### src/iso_switch_pkg.sv
package iso_switch_pkg;
    // Channel count and serial frame size
    localparam int NUM_CH = 8;
    localparam int FRAME_BITS = 8;
    localparam int FIFO_DEPTH = 16;
    // Consecutive rejected link transfers that force the outputs off
    localparam logic [2:0] MAX_REJECTS = 3'h4;
    // Reset value of the channel latches: all channels off
    localparam logic [7:0] LATCH_RESET = 8'h00;
    // Timing base
    localparam int CLK_PERIOD_NS = 40;
    // Interval between transfers across the isolation link
    localparam int LINK_PERIOD_NS = 320;
    localparam int LINK_CYCLES = LINK_PERIOD_NS / CLK_PERIOD_NS;
    // Output supply must stay good this long before the stage enables
    localparam int STARTUP_NS = 1000;
    localparam int STARTUP_CYCLES = (STARTUP_NS + CLK_PERIOD_NS - 1)
        / CLK_PERIOD_NS;
    // Thermal restart pulse train: period and on time
    localparam int RESTART_PERIOD_NS = 40000;
    localparam int RESTART_CYCLES = RESTART_PERIOD_NS / CLK_PERIOD_NS;
    localparam int RESTART_ON_NS = 4000;
    localparam int RESTART_ON_CYCLES = RESTART_ON_NS / CLK_PERIOD_NS;

    // Output stage states
    typedef enum logic [1:0] {
        ST_STARTUP,
        ST_RUN,
        ST_FORCED_OFF
    } out_state_e;

    // Pin inputs that cross into the system clock domain
    typedef struct packed {
        logic cs_n;
        logic sclk;
        logic si;
        logic link_reject;
        logic supply_ok;
        logic load_uv;
        logic [NUM_CH-1:0] over_temp;
    } pin_in_s;

    // Complete state of the serial control block
    typedef struct packed {
        pin_in_s meta;
        pin_in_s sync;
        pin_in_s prev;
        logic [FRAME_BITS-1:0] shift;
        logic [2:0] bit_cnt;
        logic seen;
        logic so;
        logic so_oe;
        logic pend;
        logic [FRAME_BITS-1:0] pend_data;
        logic [7:0] link_div;
        out_state_e ost;
        logic [7:0] startup;
        logic [2:0] rejects;
        logic [NUM_CH-1:0] latch;
        logic [11:0] pwm;
        logic [NUM_CH-1:0] drive;
        logic fault_n;
        logic fault_oe;
    } sw_state_s;
endpackage

### src/isolated_octal_switch_serial_control.sv
`timescale 1ns/1ps
`default_nettype none

// Committed frames wait here for the isolation link
module frame_fifo #(
    parameter int WIDTH = 8,
    parameter int DEPTH = 16
) (
    input wire logic clk_sys_i,
    input wire logic arst_n_i,
    input wire logic in_valid_i,
    output logic in_ready_o,
    input wire logic [WIDTH-1:0] in_data_i,
    output logic out_valid_o,
    input wire logic out_ready_i,
    output logic [WIDTH-1:0] out_data_o
);
    localparam int AW = $clog2(DEPTH);

    // Storage and pointers kept as one state record
    typedef struct packed {
        logic [DEPTH-1:0][WIDTH-1:0] mem;
        logic [AW-1:0] wr;
        logic [AW-1:0] rd;
        logic [AW:0] count;
    } fifo_state_s;

    fifo_state_s s; // Registered state
    fifo_state_s next_s; // Next state
    logic push; // Write accepted
    logic pop; // Read accepted

    // Ready and valid straight from the count
    assign in_ready_o = (s.count != (AW+1)'(DEPTH));
    assign out_valid_o = (s.count != '0);
    assign out_data_o = s.mem[s.rd];
    assign push = in_valid_i & in_ready_o;
    assign pop = out_valid_o & out_ready_i;

    // Pointer and count update
    always_comb begin
        next_s = s;
        if (push) begin
            next_s.mem[s.wr] = in_data_i;
            next_s.wr = s.wr + 1'b1;
        end
        if (pop) begin
            next_s.rd = s.rd + 1'b1;
        end
        // Simultaneous push and pop leave the count alone
        case ({push, pop})
            2'b10: next_s.count = s.count + 1'b1;
            2'b01: next_s.count = s.count - 1'b1;
            default: next_s.count = s.count;
        endcase
    end

    // State register
    always_ff @(posedge clk_sys_i or negedge arst_n_i) begin
        if (!arst_n_i) begin
            s <= '0;
        end else begin
            s <= next_s;
        end
    end
endmodule

// Summary of operation
// - Sample serial input on clock rise while selected
// - Committed one turns channel on, zero off
// - Commit on select rise only at multiple of eight
// - Serial output driven only while selected
// - Deselected: ignore clock and data, output released
// - Serial output advances on clock fall
// - Input bits arrive most significant first
// - Shift register leaves most significant first
// - Plain shift register passes data down chain
// - Kill input asynchronously clears latches, outputs off
// - After kill, off until new valid frame
// - Fault flag ORs overtemperature and load undervoltage
// - Fault flag low when fault, else high
// - Four rejected link transfers force outputs off
// - Output stage waits for stable output supply
// - Hot channel alone runs low duty restart
module isolated_octal_switch_serial_control
    import iso_switch_pkg::*;
(
    input wire logic clk_sys_i,
    input wire logic reset_n_i,
    input wire logic output_kill_n_i,
    input wire logic cs_n_i,
    input wire logic sclk_i,
    input wire logic si_i,
    input wire logic link_reject_i,
    input wire logic supply_ok_i,
    input wire logic load_uv_i,
    input wire logic [NUM_CH-1:0] over_temp_i,
    output logic so_o,
    output logic so_oe_o,
    output logic [NUM_CH-1:0] switch_drive_o,
    output logic fault_flag_n_o,
    output logic fault_flag_oe_o
);
    sw_state_s s; // Registered state
    sw_state_s next_s; // Next state
    pin_in_s pins; // Raw pin bundle
    logic arst_n; // Combined clear: system reset or kill pin
    logic sclk_rise; // Serial clock edges, synchronised domain
    logic sclk_fall;
    logic cs_fall; // Select edges
    logic cs_rise;
    logic selected; // Select held low
    logic link_tick; // One cycle per link transfer slot
    logic fifo_in_ready; // Buffer can take a frame
    logic fifo_out_valid; // Buffer holds a frame
    logic fifo_out_ready; // Link takes a frame this cycle
    logic [FRAME_BITS-1:0] fifo_out_data;
    logic pwm_on; // Restart pulse window open
    logic any_fault; // Overtemperature or load undervoltage

    // Kill acts without the clock and clears every register
    assign arst_n = reset_n_i & output_kill_n_i;

    // Bundle the pins for the two-stage synchroniser
    assign pins = '{cs_n: cs_n_i, sclk: sclk_i, si: si_i,
        link_reject: link_reject_i, supply_ok: supply_ok_i,
        load_uv: load_uv_i, over_temp: over_temp_i};

    // Edge detection reads only the second stage and its delay
    assign sclk_rise = s.sync.sclk & ~s.prev.sclk;
    assign sclk_fall = ~s.sync.sclk & s.prev.sclk;
    assign cs_fall = ~s.sync.cs_n & s.prev.cs_n;
    assign cs_rise = s.sync.cs_n & ~s.prev.cs_n;
    assign selected = ~s.sync.cs_n & ~s.prev.cs_n;

    // Link slot divider and thermal restart window
    assign link_tick = (s.link_div == 8'(LINK_CYCLES - 1));
    assign pwm_on = (s.pwm < 12'(RESTART_ON_CYCLES));
    // The link only pulls frames once the output side is up
    assign fifo_out_ready = link_tick & (s.ost != ST_STARTUP);
    assign any_fault = (|s.sync.over_temp) | s.sync.load_uv;

    // Frames wait here so a busy link drops no commit unless the buffer is full and a frame is already pending
    frame_fifo #(
        .WIDTH(FRAME_BITS),
        .DEPTH(FIFO_DEPTH)
    ) u_frame_fifo (
        .clk_sys_i(clk_sys_i),
        .arst_n_i(arst_n),
        .in_valid_i(s.pend),
        .in_ready_o(fifo_in_ready),
        .in_data_i(s.pend_data),
        .out_valid_o(fifo_out_valid),
        .out_ready_i(fifo_out_ready),
        .out_data_o(fifo_out_data)
    );

    // Next-state logic for the whole block
    always_comb begin
        next_s = s;
        // Synchroniser: first stage feeds only the second
        next_s.meta = pins;
        next_s.sync = s.meta;
        next_s.prev = s.sync;

        // Serial side
        if (cs_fall) begin
            // New frame: restart the count, drive current top bit
            next_s.bit_cnt = '0;
            next_s.seen = 1'b0;
            next_s.so = s.shift[FRAME_BITS-1];
            next_s.so_oe = 1'b1;
        end else if (selected) begin
            // Master holds clock high at select edges, so no
            // spurious edge is counted here
            if (sclk_rise) begin
                // Top bit drops out, new bit enters at the bottom
                next_s.shift = {s.shift[FRAME_BITS-2:0],
                    s.sync.si};
                next_s.bit_cnt = s.bit_cnt + 1'b1;
                next_s.seen = 1'b1;
            end
            if (sclk_fall) begin
                next_s.so = s.shift[FRAME_BITS-1];
            end
        end
        // Deselected: clock and data are not looked at
        if (cs_rise) begin
            next_s.so_oe = 1'b0;
        end

        // Hand the pending frame to the buffer when it has room
        if (s.pend && fifo_in_ready) begin
            next_s.pend = 1'b0;
        end
        // A modulo-8 count of zero with at least one pulse commits;
        // frames held low across the whole frame are assumed
        if (cs_rise && s.seen && (s.bit_cnt == '0)) begin
            next_s.pend = 1'b1;
            // Only the final byte remains in the register
            next_s.pend_data = s.shift;
        end

        // Link slot divider
        if (link_tick) begin
            next_s.link_div = '0;
        end else begin
            next_s.link_div = s.link_div + 1'b1;
        end

        // Thermal restart pulse counter
        if (s.pwm == 12'(RESTART_CYCLES - 1)) begin
            next_s.pwm = '0;
        end else begin
            next_s.pwm = s.pwm + 1'b1;
        end

        // Output stage
        case (s.ost)
            ST_STARTUP: begin
                // Wait for a settled supply before enabling
                next_s.latch = LATCH_RESET;
                if (!s.sync.supply_ok) begin
                    next_s.startup = '0;
                end else if (s.startup ==
                        8'(STARTUP_CYCLES - 1)) begin
                    next_s.ost = ST_RUN;
                    next_s.rejects = '0;
                end else begin
                    next_s.startup = s.startup + 1'b1;
                end
            end
            ST_RUN, ST_FORCED_OFF: begin
                if (!s.sync.supply_ok) begin
                    // Lost supply: start over, channels off
                    next_s.ost = ST_STARTUP;
                    next_s.startup = '0;
                    next_s.latch = LATCH_RESET;
                end else if (fifo_out_valid && fifo_out_ready) begin
                    if (s.sync.link_reject) begin
                        // Rejected transfer is dropped
                        if (s.rejects != MAX_REJECTS) begin
                            next_s.rejects = s.rejects + 1'b1;
                        end
                        if (s.rejects == MAX_REJECTS - 3'h1) begin
                            next_s.ost = ST_FORCED_OFF;
                        end
                    end else begin
                        // Valid transfer reloads and re-enables
                        next_s.latch = fifo_out_data;
                        next_s.rejects = '0;
                        next_s.ost = ST_RUN;
                    end
                end
            end
            default: begin
                next_s.ost = ST_STARTUP;
            end
        endcase

        // Channel drive: a hot channel pulses, others unaffected.
        // The restart window is one shared counter, so every hot
        // channel pulses in step; a cool channel never sees it.
        for (int i = 0; i < NUM_CH; i++) begin
            next_s.drive[i] = (s.ost == ST_RUN) && s.latch[i]
                && (!s.sync.over_temp[i] || pwm_on);
        end

        // Open-drain fault flag pulls low on any fault
        next_s.fault_oe = any_fault;
        next_s.fault_n = ~any_fault;
    end

    // State register; kill or reset clear everything to off
    always_ff @(posedge clk_sys_i or negedge arst_n) begin
        if (!arst_n) begin
            // Select and clock idle high, so the synchroniser starts
            // at that level; clearing them low would fake edges once
            // the real pin levels ripple through after a clear
            s <= '{default: '0, ost: ST_STARTUP,
                fault_n: 1'b1, latch: LATCH_RESET,
                meta: '{cs_n: 1'b1, sclk: 1'b1, default: '0},
                sync: '{cs_n: 1'b1, sclk: 1'b1, default: '0},
                prev: '{cs_n: 1'b1, sclk: 1'b1, default: '0}};
        end else begin
            s <= next_s;
        end
    end

    // Outputs come straight from state flip-flops
    assign so_o = s.so;
    assign so_oe_o = s.so_oe;
    assign switch_drive_o = s.drive;
    assign fault_flag_n_o = s.fault_n;
    assign fault_flag_oe_o = s.fault_oe;
endmodule

`default_nettype wire

### config.mk
export PLATFORM = sky130hd
export DESIGN_NAME = isolated_octal_switch_serial_control
export DESIGN_NICKNAME = d
export VERILOG_FILES = /design/src/iso_switch_pkg.sv /design/src/isolated_octal_switch_serial_control.sv
export SDC_FILE = /design/constraint.sdc
export NUM_CORES = 1
export LEC_CHECK = 0
export ABC_CLOCK_PERIOD_IN_PS = 12100
export BUFFER_PORTS_ARGS = -buffer_cell sky130_fd_sc_hd__buf_2
export CAP_MARGIN = 20
export CELL_PAD_IN_SITES_DETAIL_PLACEMENT = 1
export CELL_PAD_IN_SITES_GLOBAL_PLACEMENT = 2
export CORE_UTILIZATION = 40
export CTS_CLUSTER_DIAMETER = 40
export DETAILED_ROUTE_END_ITERATION = 16
export PLACE_DENSITY = 0.78
export RECOVER_POWER = 100
export SYNTH_ARGS = -nofsm -noshare
export SYNTH_HDL_FRONTEND = slang
export SYNTH_SLANG_ARGS = --single-unit
### constraint.sdc
create_clock -name clk_sys_i -period 12.1 [get_ports clk_sys_i]
set_clock_uncertainty 0.15 [all_clocks]
set_input_delay 1.815 -clock clk_sys_i [delete_from_list [all_inputs] [get_ports clk_sys_i]]
set_output_delay 1.815 -clock clk_sys_i [all_outputs]
set_load 0.05 [all_outputs]
==> flow_summary.yaml, run 1 <==
layout:
  area_delta_synth_final_pct: 15.2
  fillCellCount: 2613
  insertedDiodeCount: 0
  ff_latch_area_sq_um: 6140
  multi_input_area_sq_um: 4300
  fin_nets: 858
  drive_gt1_share_pct: 31.8
  final_cells: 1180
timing:
  drv_slew: 35
  period_minus_slack_ps: 4360
  final_hold_viol_count: 0
  rsz0062_at_grt: "false"
  tightest_slew_ps: 2340
  clock.fmax_mhz: 229
  slew_headroom_pct: -56.2
  setup_tns_ps: 0
  final-setup-viol-count: 0
  hold-worst-slack_ps: 194
  min_period_over_period_pct: 36.0
placement:
  dp_hpwl_mm: 15.5
  dp_cells: 1111
  gp_congestion: 0.802
  portBuffers: 28
routing:
  wl_mm: 24.4
  vias_per_cell: 5.43
  wl_per_cell_um: 20.7
  drc: 5
  via_count: 6402
  drtIter0Drc: 412
  detail-route-antenna-nets: 0
  first_pass_iters: 10
floorplan:
  fp.dieH_um: 166
  num_rows: 59
  die_area_sq_um: 27700
  io_pins: 29
  die_w_um: 166
  start_util_pct: 41.2
  core_area_sq_um: 26300
clock_tree:
  clk_path_buf_depth: 3
  cts_sinks: 245
  clockRootBuffer: "clkbuf_16"
  tritoncts: "built"
  post_cts_buffers: 0
  htreeDepth: 2
  clock_latency_ps: 510
  holdBufCountCts: 0
  path_clk_slew_ps: 50
  cts_resized: 0
  numCtsBuffers: 39
synthesis:
  synth.avg_cell_area_sq_um: 13.8
  seq_area_frac_synth_pct: 56.7
  ys_ff_latch: 245
  netlist.area_leader.share_pct: 55.0
  syn_nets: 826
  ys_warn_count: 0
  yosys-top-cells-area: "dfrtp_1 55%, mux2_2 15%, mux4_2 6.7%"
  syn_inst: 785
  synth_ff_type: "dfrtp_1"
  synthDistinctLibCells: 58
  synth_top_cell_by_area: "dfrtp_1"
  netlist_area_sq_um: 10800
  async_flop_share_pct: 100
  synth-edff-count: 0
flow_run:
  drv_cap: 1
power:
  finalPower_mw: 2.16
  power_density_nw_per_um2: 174
  leakage_nw: 5.86
  peakVddDrop_v: 0.0000842
grt:
  grt_pass1_wl_mm: 40.2
  grt_pass1_vias: 7391
  grt_usage_pct: 18.4
  grt.overflow.total: 0
  grt_max_degree: 212
  antenna_found_initial: 0
setup_path:
  cp.arrival_ps: 4590
  cp-end-kind: "asynchronous set/reset pin"
  crit_fanout: 211
  critPathLaunch: "output_kill_n_i"
  required_ps: 12330
  r2r_start: "u_frame_fifo.s[1]$_DFFE_PN0P_"
  critPathLaunchType: "primary input"
  path_class: "primary input to asynchronous set/reset pin"
status:
  violations: "DRC, capacitance limit, slew limit"
  status: "finished, violations left"
worst_hold_path:
  hold_start: "next_s[97]$_DFF_PN0_"
  holdCritPathClass: "flop to flop"
[cell families after synthesis]
family,share of synthesized area (%)
flip-flops,56.7
multiplexers,23.1
AND/OR/NAND/NOR,7.94
buffers and inverters,2.94
AO/OA/AOI/OAI,4.04
XOR/XNOR,2.51
adder cells (fa/ha/maj),2.78
[layout by cell type (no fill, tap or decap), types with 3 or more instances in the layout]
cell type   netlist  final
a21oi_1          13     13
a221o_1           8      8
a311oi_1          2      3
a31oi_1           3      3
and3_1            9      9
buf_2             6     14
bufinv_16         0      4
clkbuf_1         20     18
clkbuf_16         0     41
clkbuf_8          0      4
clkinv_2          0      4
clkinv_4          0      3
clkinvlp_4        0      5
dfrtp_1         238    236
dfstp_2           7      5
ha_1             24     24
inv_1            27     27
inv_6             0      5
mux2_2          146    145
mux2i_1          13     13
mux4_2           32     32
nand2_1          49     49
nand2b_1         12     12
nand3_1          18     22
nand4_1           9      9
nor2_1           38     38
nor2b_1           6      6
nor3_1            5      5
nor4_1            3      4
nor4bb_1          4      4
o21ai_0          11     11
o31ai_1           3      3
xnor2_1          22     22
xor2_1            9      9
[state kept, by name, indices dropped and copies added, names as in the netlist]
signal / cells
fault_flag_n_o: 1
fault_flag_oe_o: 1
next_s: 28
s: 64
so_o: 1
so_oe_o: 1
switch_drive_o: 8
u_frame_fifo.s: 141
[Yosys cell counts (11+ instances only)]
library cell  instances
mux4_2               32
mux2_2              146
ha_1                 24
inv_1                27
nand2_1              49
a21oi_1              13
o21ai_0              11
clkbuf_1             20
nand3_1              18
nand2b_1             12
nor2_1               38
xnor2_1              22
dfrtp_1             238
mux2i_1              13
[power breakdown]
group / internal, mW / leakage [nW] / switching [mW]
registers: 0.856 / 3.29 / 0.0575
clock network: 0.731 / 0.645 / 0.397
logic: 0.0516 / 1.93 / 0.0703
total: 1.64 / 5.86 / 0.525
[critical path, cell delays in order]
cell and delay, ps:
buf_2 70, and2_0 1720, buf_12 800
[cell type report]
type	instances	share of cell area [%]
flip-flops and latches	245	49.3
multi-input cells	471	34.5
clock buffers	48	8.76
well taps	335	3.36
clock inverters	21	1.99
repair buffers	32	1.29
inverters	28	0.853
[per-stage QoR]
step / area (sq um) / setup WS [ps] / utilization (%)
global placement: 11200 / 8530 / 42.7
CTS: 12600 / 8820 / 47.8
detailed placement: 11200 / 8420 / 42.7
floorplan: 10800 / 2220 / -
global route: 12500 / 7170 / 47.4
finish: 12500 / 7740 / 47.4
[path summary, 6_finish.rpt]
path                                                 end  slack [ps]  cells past startpoint
setup / recovery           u_frame_fifo.s[8]$_DFFE_PN0P_        7740                      3
hold / removal                      next_s[83]$_DFF_PN0_         190                      0
setup reg to reg           u_frame_fifo.s[4]$_DFFE_PN0P_        8390                     10
hold reg to reg                     next_s[83]$_DFF_PN0_         190                      0
max in group clk_sys_i     u_frame_fifo.s[4]$_DFFE_PN0P_        8390                     10
min in group asynchronous              s[35]$_DFFE_PN0P_        2010                      2
[metal layers]
layer / wire [um] / vias up / track usage (%)
met5: 0 / - / 0
met4: 626 / 0 / 6.36
met3: 955 / 46 / 3.33
met2: 12100 / 106 / 31.6
met1: 10700 / 3385 / 23.4
li1: - / 2865 / -
No activity file was read; power rests on OpenSTA's default activity.
==> inputs of run 2 (changes only) <==
--- a/config.mk
+++ b/config.mk
@@ -5,15 +5,16 @@
 export SDC_FILE = /design/constraint.sdc
 export NUM_CORES = 1
 export LEC_CHECK = 0
-export ABC_CLOCK_PERIOD_IN_PS = 12100
+export ABC_AREA = 1
+export ABC_CLOCK_PERIOD_IN_PS = 4600
 export BUFFER_PORTS_ARGS = -buffer_cell sky130_fd_sc_hd__buf_2
 export CAP_MARGIN = 20
 export CELL_PAD_IN_SITES_DETAIL_PLACEMENT = 1
 export CELL_PAD_IN_SITES_GLOBAL_PLACEMENT = 2
-export CORE_UTILIZATION = 40
+export CORE_UTILIZATION = 39
 export CTS_CLUSTER_DIAMETER = 40
 export DETAILED_ROUTE_END_ITERATION = 16
-export PLACE_DENSITY = 0.78
+export PLACE_DENSITY = 0.86
 export RECOVER_POWER = 100
 export SYNTH_ARGS = -nofsm -noshare
 export SYNTH_HDL_FRONTEND = slang
==> constraint.sdc (replaced) <==
create_clock -name clk_sys_i -period 4.6 [get_ports clk_sys_i]
set_clock_uncertainty 0.15 [all_clocks]
set_input_delay 0.69 -clock clk_sys_i [delete_from_list [all_inputs] [get_ports clk_sys_i]]
set_output_delay 0.69 -clock clk_sys_i [all_outputs]
set_load 0.05 [all_outputs]
==> run 2 against run 1 <==
  * The run ends with capacitance limit, slew limit left
  * Utilization shrank 2.6 points
  * Global-route usage grew 1.6 points
  * First-iteration DRC count shrank 7.8%
  * Register-to-register slack lost 6800 ps
  * Largest cell class unchanged
  * Largest power group unchanged
==> flow_summary.yaml, run 2 <==
status:
  status: "finished, violations left"
  violations: "capacitance limit, slew limit"
layout:
  mostFrequentLayoutCells: "366 x nand2_1, 237 x dfrtp_1, 172 x inv_1"
  design_area_sq_um: 13300
  drive_gt1_share_pct: 11.3
  largest_reg_flops: 141
  top_register: "u_frame_fifo.s"
  fin_nets: 1448
  insertedDiodeCount: 0
  final_common_cell: "nand2_1"
  area_delta_synth_final_pct: 12.6
  fillCellCount: 3506
placement:
  portBuffers: 28
  dp_hpwl_mm: 18.7
  postPlaceCellArea_sq_um: 12100
  gp_congestion: 0.764
  post-place-ws_ps: 1890
floorplan:
  die_w_um: 176
  start_util_pct: 39.8
  core_area_sq_um: 29700
  num_rows: 63
  fp.dieH_um: 176
  io_pins: 29
  die_area_sq_um: 31000
synthesis:
  ys_warn_count: 0
  synth.avg_cell_area_sq_um: 8.44
  synth-edff-count: 0
  synth_common_cells: "350 x nand2_1, 238 x dfrtp_1, 173 x inv_1"
  synth_top_cell_by_area: "dfrtp_1"
  netlist.area_leader.share_pct: 50.4
  seq_area_frac_synth_pct: 52.0
  ys_ff_latch: 245
  netlist_area_sq_um: 11800
  synthDistinctLibCells: 41
  yosysMostFrequentCell: "nand2_1"
  syn_nets: 1441
  yosys-top-cells-area: "dfrtp_1 50%, nand2_1 11%, nand3_1 6.4%"
  synth_ff_type: "dfrtp_1"
  syn_inst: 1400
  async_flop_share_pct: 100
power:
  finalPower_mw: 7.30
  peakVddDrop_v: 0.000290
  power_density_nw_per_um2: 548
  leakage_nw: 6.86
setup_path:
  slowest_delay_ps: 370
  worst-path-buf-inv: 2
  cp-end-kind: "flop"
  cp.arrival_ps: 3270
  required_ps: 4910
  path_cells: "ha_1 -> nand3_1 -> nor2_1 -> nand3_1 -> inv_1 -> ha_1 -> xor2_1 -> ha_1 -> inv_1 -> nand2_1 -> nand3_1 -> nand2_1 -> xor2_1 -> nand2_1 -> nand2_1"
  r2r_end: "u_frame_fifo.s[4]$_DFFE_PN0P_"
  reg2reg_depth: 15
  crit_fanout: 5
  path_class: "flop to flop"
  critPathLaunchType: "flop"
  crit_top_cell: "nand2_1"
  r2r_slack_ps: 1640
  cp_top_family: "simple AND/OR/NAND/NOR gates"
  r2r_start: "s[43]$_DFF_PN0_"
  cp_slowest_cell: "dfrtp_1"
routing:
  via_count: 8994
  wl_per_cell_um: 16.0
  drc: 0
  wl_mm: 29.3
  drtIter0Drc: 380
  detail-route-antenna-nets: 0
  vias_per_cell: 4.92
  first_pass_iters: 4
grt:
  grt_pass1_vias: 9707
  antenna_found_initial: 0
  grt_max_degree: 99
  grt.overflow.total: 0
  grt_pass1_wl_mm: 49.8
  grt_usage_pct: 20.0
timing:
  worst_slack_ps: 1640
  final_hold_viol_count: 0
  slew_headroom_pct: -49.2
  setup_tns_ps: 0
  period_minus_slack_ps: 2960
  rsz0062_at_grt: "false"
  drv_slew: 89
  clock.fmax_mhz: 338
  min_period_over_period_pct: 64.4
  final-setup-viol-count: 0
  tightest_slew_ps: 2240
clock_tree:
  clk_path_buf_depth: 3
  htreeDepth: 2
  numCtsBuffers: 41
  clockRootBuffer: "clkbuf_16"
  holdBufCountCts: 0
  clock_latency_ps: 520
  tritoncts: "built"
  cts_resized: 0
  cts_sinks: 245
  post_cts_buffers: 0
  path_clk_slew_ps: 50
flow_run:
  drv_cap: 1
worst_hold_path:
  holdCritPathClass: "primary input to asynchronous set/reset pin"
==> run 2: cell types whose count changed after synthesis, sizes merged, moves of 8 or more <==
cell	change
xnor2	-20
nor2	+124
mux2	-146
inv	+148
mux2i	-13
buf	+32
a221o	-8
nand3	+132
o21ai	+26
mux4	-32
and3	-8
nand2b	-12
a21oi	+91
nand2	+317
==> run 2: layout make-up <==
type                       instances  area (sq um)  area share [%]
clock buffer                      50          1140            8.58
clock inverter                    24           288            2.16
inverter                         177           668            5.02
multi-input combinational        907          4390            33.0
sequential                       245          6140            46.1
tap                              390           488            3.67
timing repair buffer              35           188            1.41
==> run 2: worst max-delay path by stage <==
stage                     slack, ps            start                             end  cells after the start
after floorplan                 430        reset_n_i       fault_flag_oe_o$_DFF_PN0_                      2
after global placement         1980  s[43]$_DFF_PN0_   u_frame_fifo.s[4]$_DFFE_PN0P_                     15
after detailed placement       1890  s[43]$_DFF_PN0_   u_frame_fifo.s[4]$_DFFE_PN0P_                     15
after CTS                      1860  s[43]$_DFF_PN0_   u_frame_fifo.s[4]$_DFFE_PN0P_                     15
after global routing           1090        reset_n_i  u_frame_fifo.s[24]$_DFFE_PN0P_                      4
final                          1640  s[43]$_DFF_PN0_   u_frame_fifo.s[4]$_DFFE_PN0P_                     15
==> run 2: routing by layer <==
layer / global-route usage [%] / wire, um / vias up / share of wire [%]
met5: 0 / 0 / - / 0
met4: 7.07 / 707 / 0 / 2.4
met3: 3.27 / 1290 / 53 / 4.4
met2: 33.0 / 13800 / 129 / 47
met1: 26.6 / 13500 / 4411 / 46
li1: - / - / 4401 / -
==> run 2: cells by family after synthesis <==
group,after synthesis,synth area share [%]
xor gates and xnor gates,18,1.33
AOI/OAI and AO/OA,156,8.42
buffers and inverters,248,9.42
DFF,245,52.0
and+or+nand+nor,709,26.3
adders and majority gates,24,2.54
==> run 2: metrics by stage <==
stage / utilization, % / std cells / hold WS (ps)
final: 44.8 / 1828 / 77.8
after global routing: 44.8 / 1828 / 89.8
after CTS: 45.5 / 1828 / 25.6
after detailed placement: 40.7 / 1754 / 186
after global placement: 40.7 / 1754 / 182
after floorplan: - / 1400 / 181
==> run 2: where the power goes <==
group | leakage (nW) | total [mW] | internal (mW) | switching, mW
sequential | 3.27 | 2.55 | 2.38 | 0.177
clock | 0.697 | 3.15 | 2.02 | 1.13
combinational | 2.90 | 1.60 | 0.472 | 1.13
==> run 2: worst reg2reg max path, delay by kind of cell, from the launching register on <==
| kind | cells | cell delay, ps |
|---|---|---|
| xor+xnor | 2 | 390 |
| buf+inv | 2 | 270 |
| fa+ha+maj | 3 | 670 |
| simple gates | 8 | 1040 |
| flops | 1 | 370 |
==> inputs of run 3 (changes only) <==
--- a/config.mk
+++ b/config.mk
@@ -6,7 +6,7 @@
 export NUM_CORES = 1
 export LEC_CHECK = 0
 export ABC_AREA = 1
-export ABC_CLOCK_PERIOD_IN_PS = 4600
+export ABC_CLOCK_PERIOD_IN_PS = 3000
 export BUFFER_PORTS_ARGS = -buffer_cell sky130_fd_sc_hd__buf_2
 export CAP_MARGIN = 20
 export CELL_PAD_IN_SITES_DETAIL_PLACEMENT = 1
==> constraint.sdc (replaced) <==
create_clock -name clk_sys_i -period 3 [get_ports clk_sys_i]
set_clock_uncertainty 0.15 [all_clocks]
set_input_delay 0.45 -clock clk_sys_i [delete_from_list [all_inputs] [get_ports clk_sys_i]]
set_output_delay 0.45 -clock clk_sys_i [all_outputs]
set_load 0.05 [all_outputs]
==> run 3 against run 2 <==
  * The run still ends with capacitance limit, slew limit left
  * Wire length up 6.1%
  * Power up 56%
  * Setup slack worse by 1300 ps
  * Critical endpoint is now fault_flag_n_o$_DFF_PN1_
  * Highest routed layer unchanged
==> flow_summary.yaml, run 3 (same netlist as run 2, synthesis figures left out) <==
clock_tree:
  holdBufCountCts: 16
  clk_path_buf_depth: 3
  numCtsBuffers: 43
  cts_sinks: 245
  clock_latency_ps: 530
  tritoncts: "built"
  path_clk_slew_ps: 50
  htreeDepth: 2
  post_cts_buffers: 0
  cts_resized: 0
  clockRootBuffer: "clkbuf_16"
layout:
  mostFrequentLayoutCells: "356 x nand2_1, 237 x dfrtp_1, 173 x inv_1"
  largest_reg_flops: 141
  drive_gt1_share_pct: 12.1
  top_register: "u_frame_fifo.s"
  final_common_cell: "nand2_1"
  fin_nets: 1480
  insertedDiodeCount: 0
  area_delta_synth_final_pct: 15.6
  design_area_sq_um: 13700
timing:
  hold-worst-slack_ps: 196
  clock.fmax_mhz: 371
  rsz0062_at_grt: "false"
  setup_tns_ps: 0
  period_minus_slack_ps: 2700
  tightest_slew_ps: 1510
  final_hold_viol_count: 0
  slew_headroom_pct: -1.33
  drv_slew: 21
  min_period_over_period_pct: 89.9
  final-setup-viol-count: 0
floorplan:
  core_area_sq_um: 29700
  die_w_um: 176
  fp.dieH_um: 176
  io_pins: 29
  die_area_sq_um: 31000
  num_rows: 63
  start_util_pct: 39.8
routing:
  detail-route-antenna-nets: 0
  drc: 0
  via_count: 9265
  wl_met1_mm: 14.2
  highest_layer: "met4"
  drtIter0Drc: 416
  wl_per_cell_um: 16.7
  wl_met3_um: 827
  first_pass_iters: 4
  wl_mm: 31.0
  vias_per_cell: 4.98
  wl_met2_mm: 15.2
placement:
  portBuffers: 28
  dp_hpwl_mm: 19.8
  postPlaceCellArea_sq_um: 12300
  gp_congestion: 0.805
flow_run:
  drv_cap: 1
grt:
  grt_usage_pct: 21.2
  antenna_found_initial: 0
  grt.overflow.total: 0
  grt_pass1_vias: 10000
  grt_max_degree: 80
  grt_pass1_wl_mm: 52.3
setup_path:
  path_cells: "dlygate4sd3_1 -> clkbuf_1 -> nand2_8 -> dlygate4sd3_1 -> clkinvlp_2 -> buf_6"
  crit_top_cell: "dlygate4sd3_1"
  path_class: "primary input to asynchronous set/reset pin"
  critPathLaunchType: "primary input"
  cp_slowest_cell: "clkinvlp_2"
  cp-end-kind: "asynchronous set/reset pin"
  slowest_delay_ps: 900
  r2r_slack_ps: 320
  cp.arrival_ps: 3180
  required_ps: 3480
  crit_fanout: 41
status:
  violations: "capacitance limit, slew limit"
  status: "finished, violations left"
power:
  peakVddDrop_v: 0.000453
  leakage_nw: 7.02
  power_density_nw_per_um2: 831
  finalPower_mw: 11.3
worst_hold_path:
  holdCritPathClass: "flop to flop"
==> run 3: changes by cell type in the layout (fill, tap and decap cells not counted), sizes merged <==
cell	change
clkinvlp	+1
inv	-1
buf	+5
clkinv	+1
dlygate4sd3	+16
clkbuf	+10
==> run 3: report_power, final <==
part	internal (mW)	switching (mW)
combinational	0.784	1.79
sequential	3.64	0.281
clock	3.10	1.76
total	7.52	3.82
==> run 3: final timing paths <==
check	cells past startpoint	end	from
worst max-delay path	6	fault_flag_n_o$_DFF_PN1_	output_kill_n_i
worst min-delay path	0	next_s[83]$_DFF_PN0_	next_s[97]$_DFF_PN0_
worst max register to register	15	u_frame_fifo.s[4]$_DFFE_PN0P_	s[43]$_DFF_PN0_
worst min register to register	0	next_s[83]$_DFF_PN0_	next_s[97]$_DFF_PN0_
max in group clk_sys_i	15	u_frame_fifo.s[4]$_DFFE_PN0P_	s[43]$_DFF_PN0_
min in group asynchronous	4	u_frame_fifo.s[138]$_DFFE_PN0P_	reset_n_i
==> run 3: area by class of cell <==
| type | instances | area [sq um] |
|---|---|---|
| clock inverter | 25 | 284 |
| inverter | 177 | 668 |
| fill | 3515 | 16100 |
| timing repair buffer | 65 | 482 |
| sequential | 245 | 6140 |
| clock buffer | 51 | 1150 |
| tap | 390 | 488 |
| multi-input combinational | 907 | 4450 |
==> run 3: per-stage QoR <==
step	util [%]	setup WS, ps	instances
2_1_floorplan	-	-852	1400
3_3_place_gp	41.3	478	1768
3_5_place_dp	41.3	389	1768
4_1_cts	46.6	351	1860
5_1_grt	46.0	80.5	1860
6_report	46.0	303	1860
==> run 3: worst max-delay path, delay by kind of cell <==
kind                   cells  cell delay (ps)
buffers and inverters      5             2630
and+or+nand+nor            1               50
==> run 3: routing by layer <==
metal | vias up | track usage [%]
met5 | - | 0
met4 | 0 | 7.36
met3 | 63 | 2.99
met2 | 104 | 36.2
met1 | 4644 | 27.5
li1 | 4454 | -
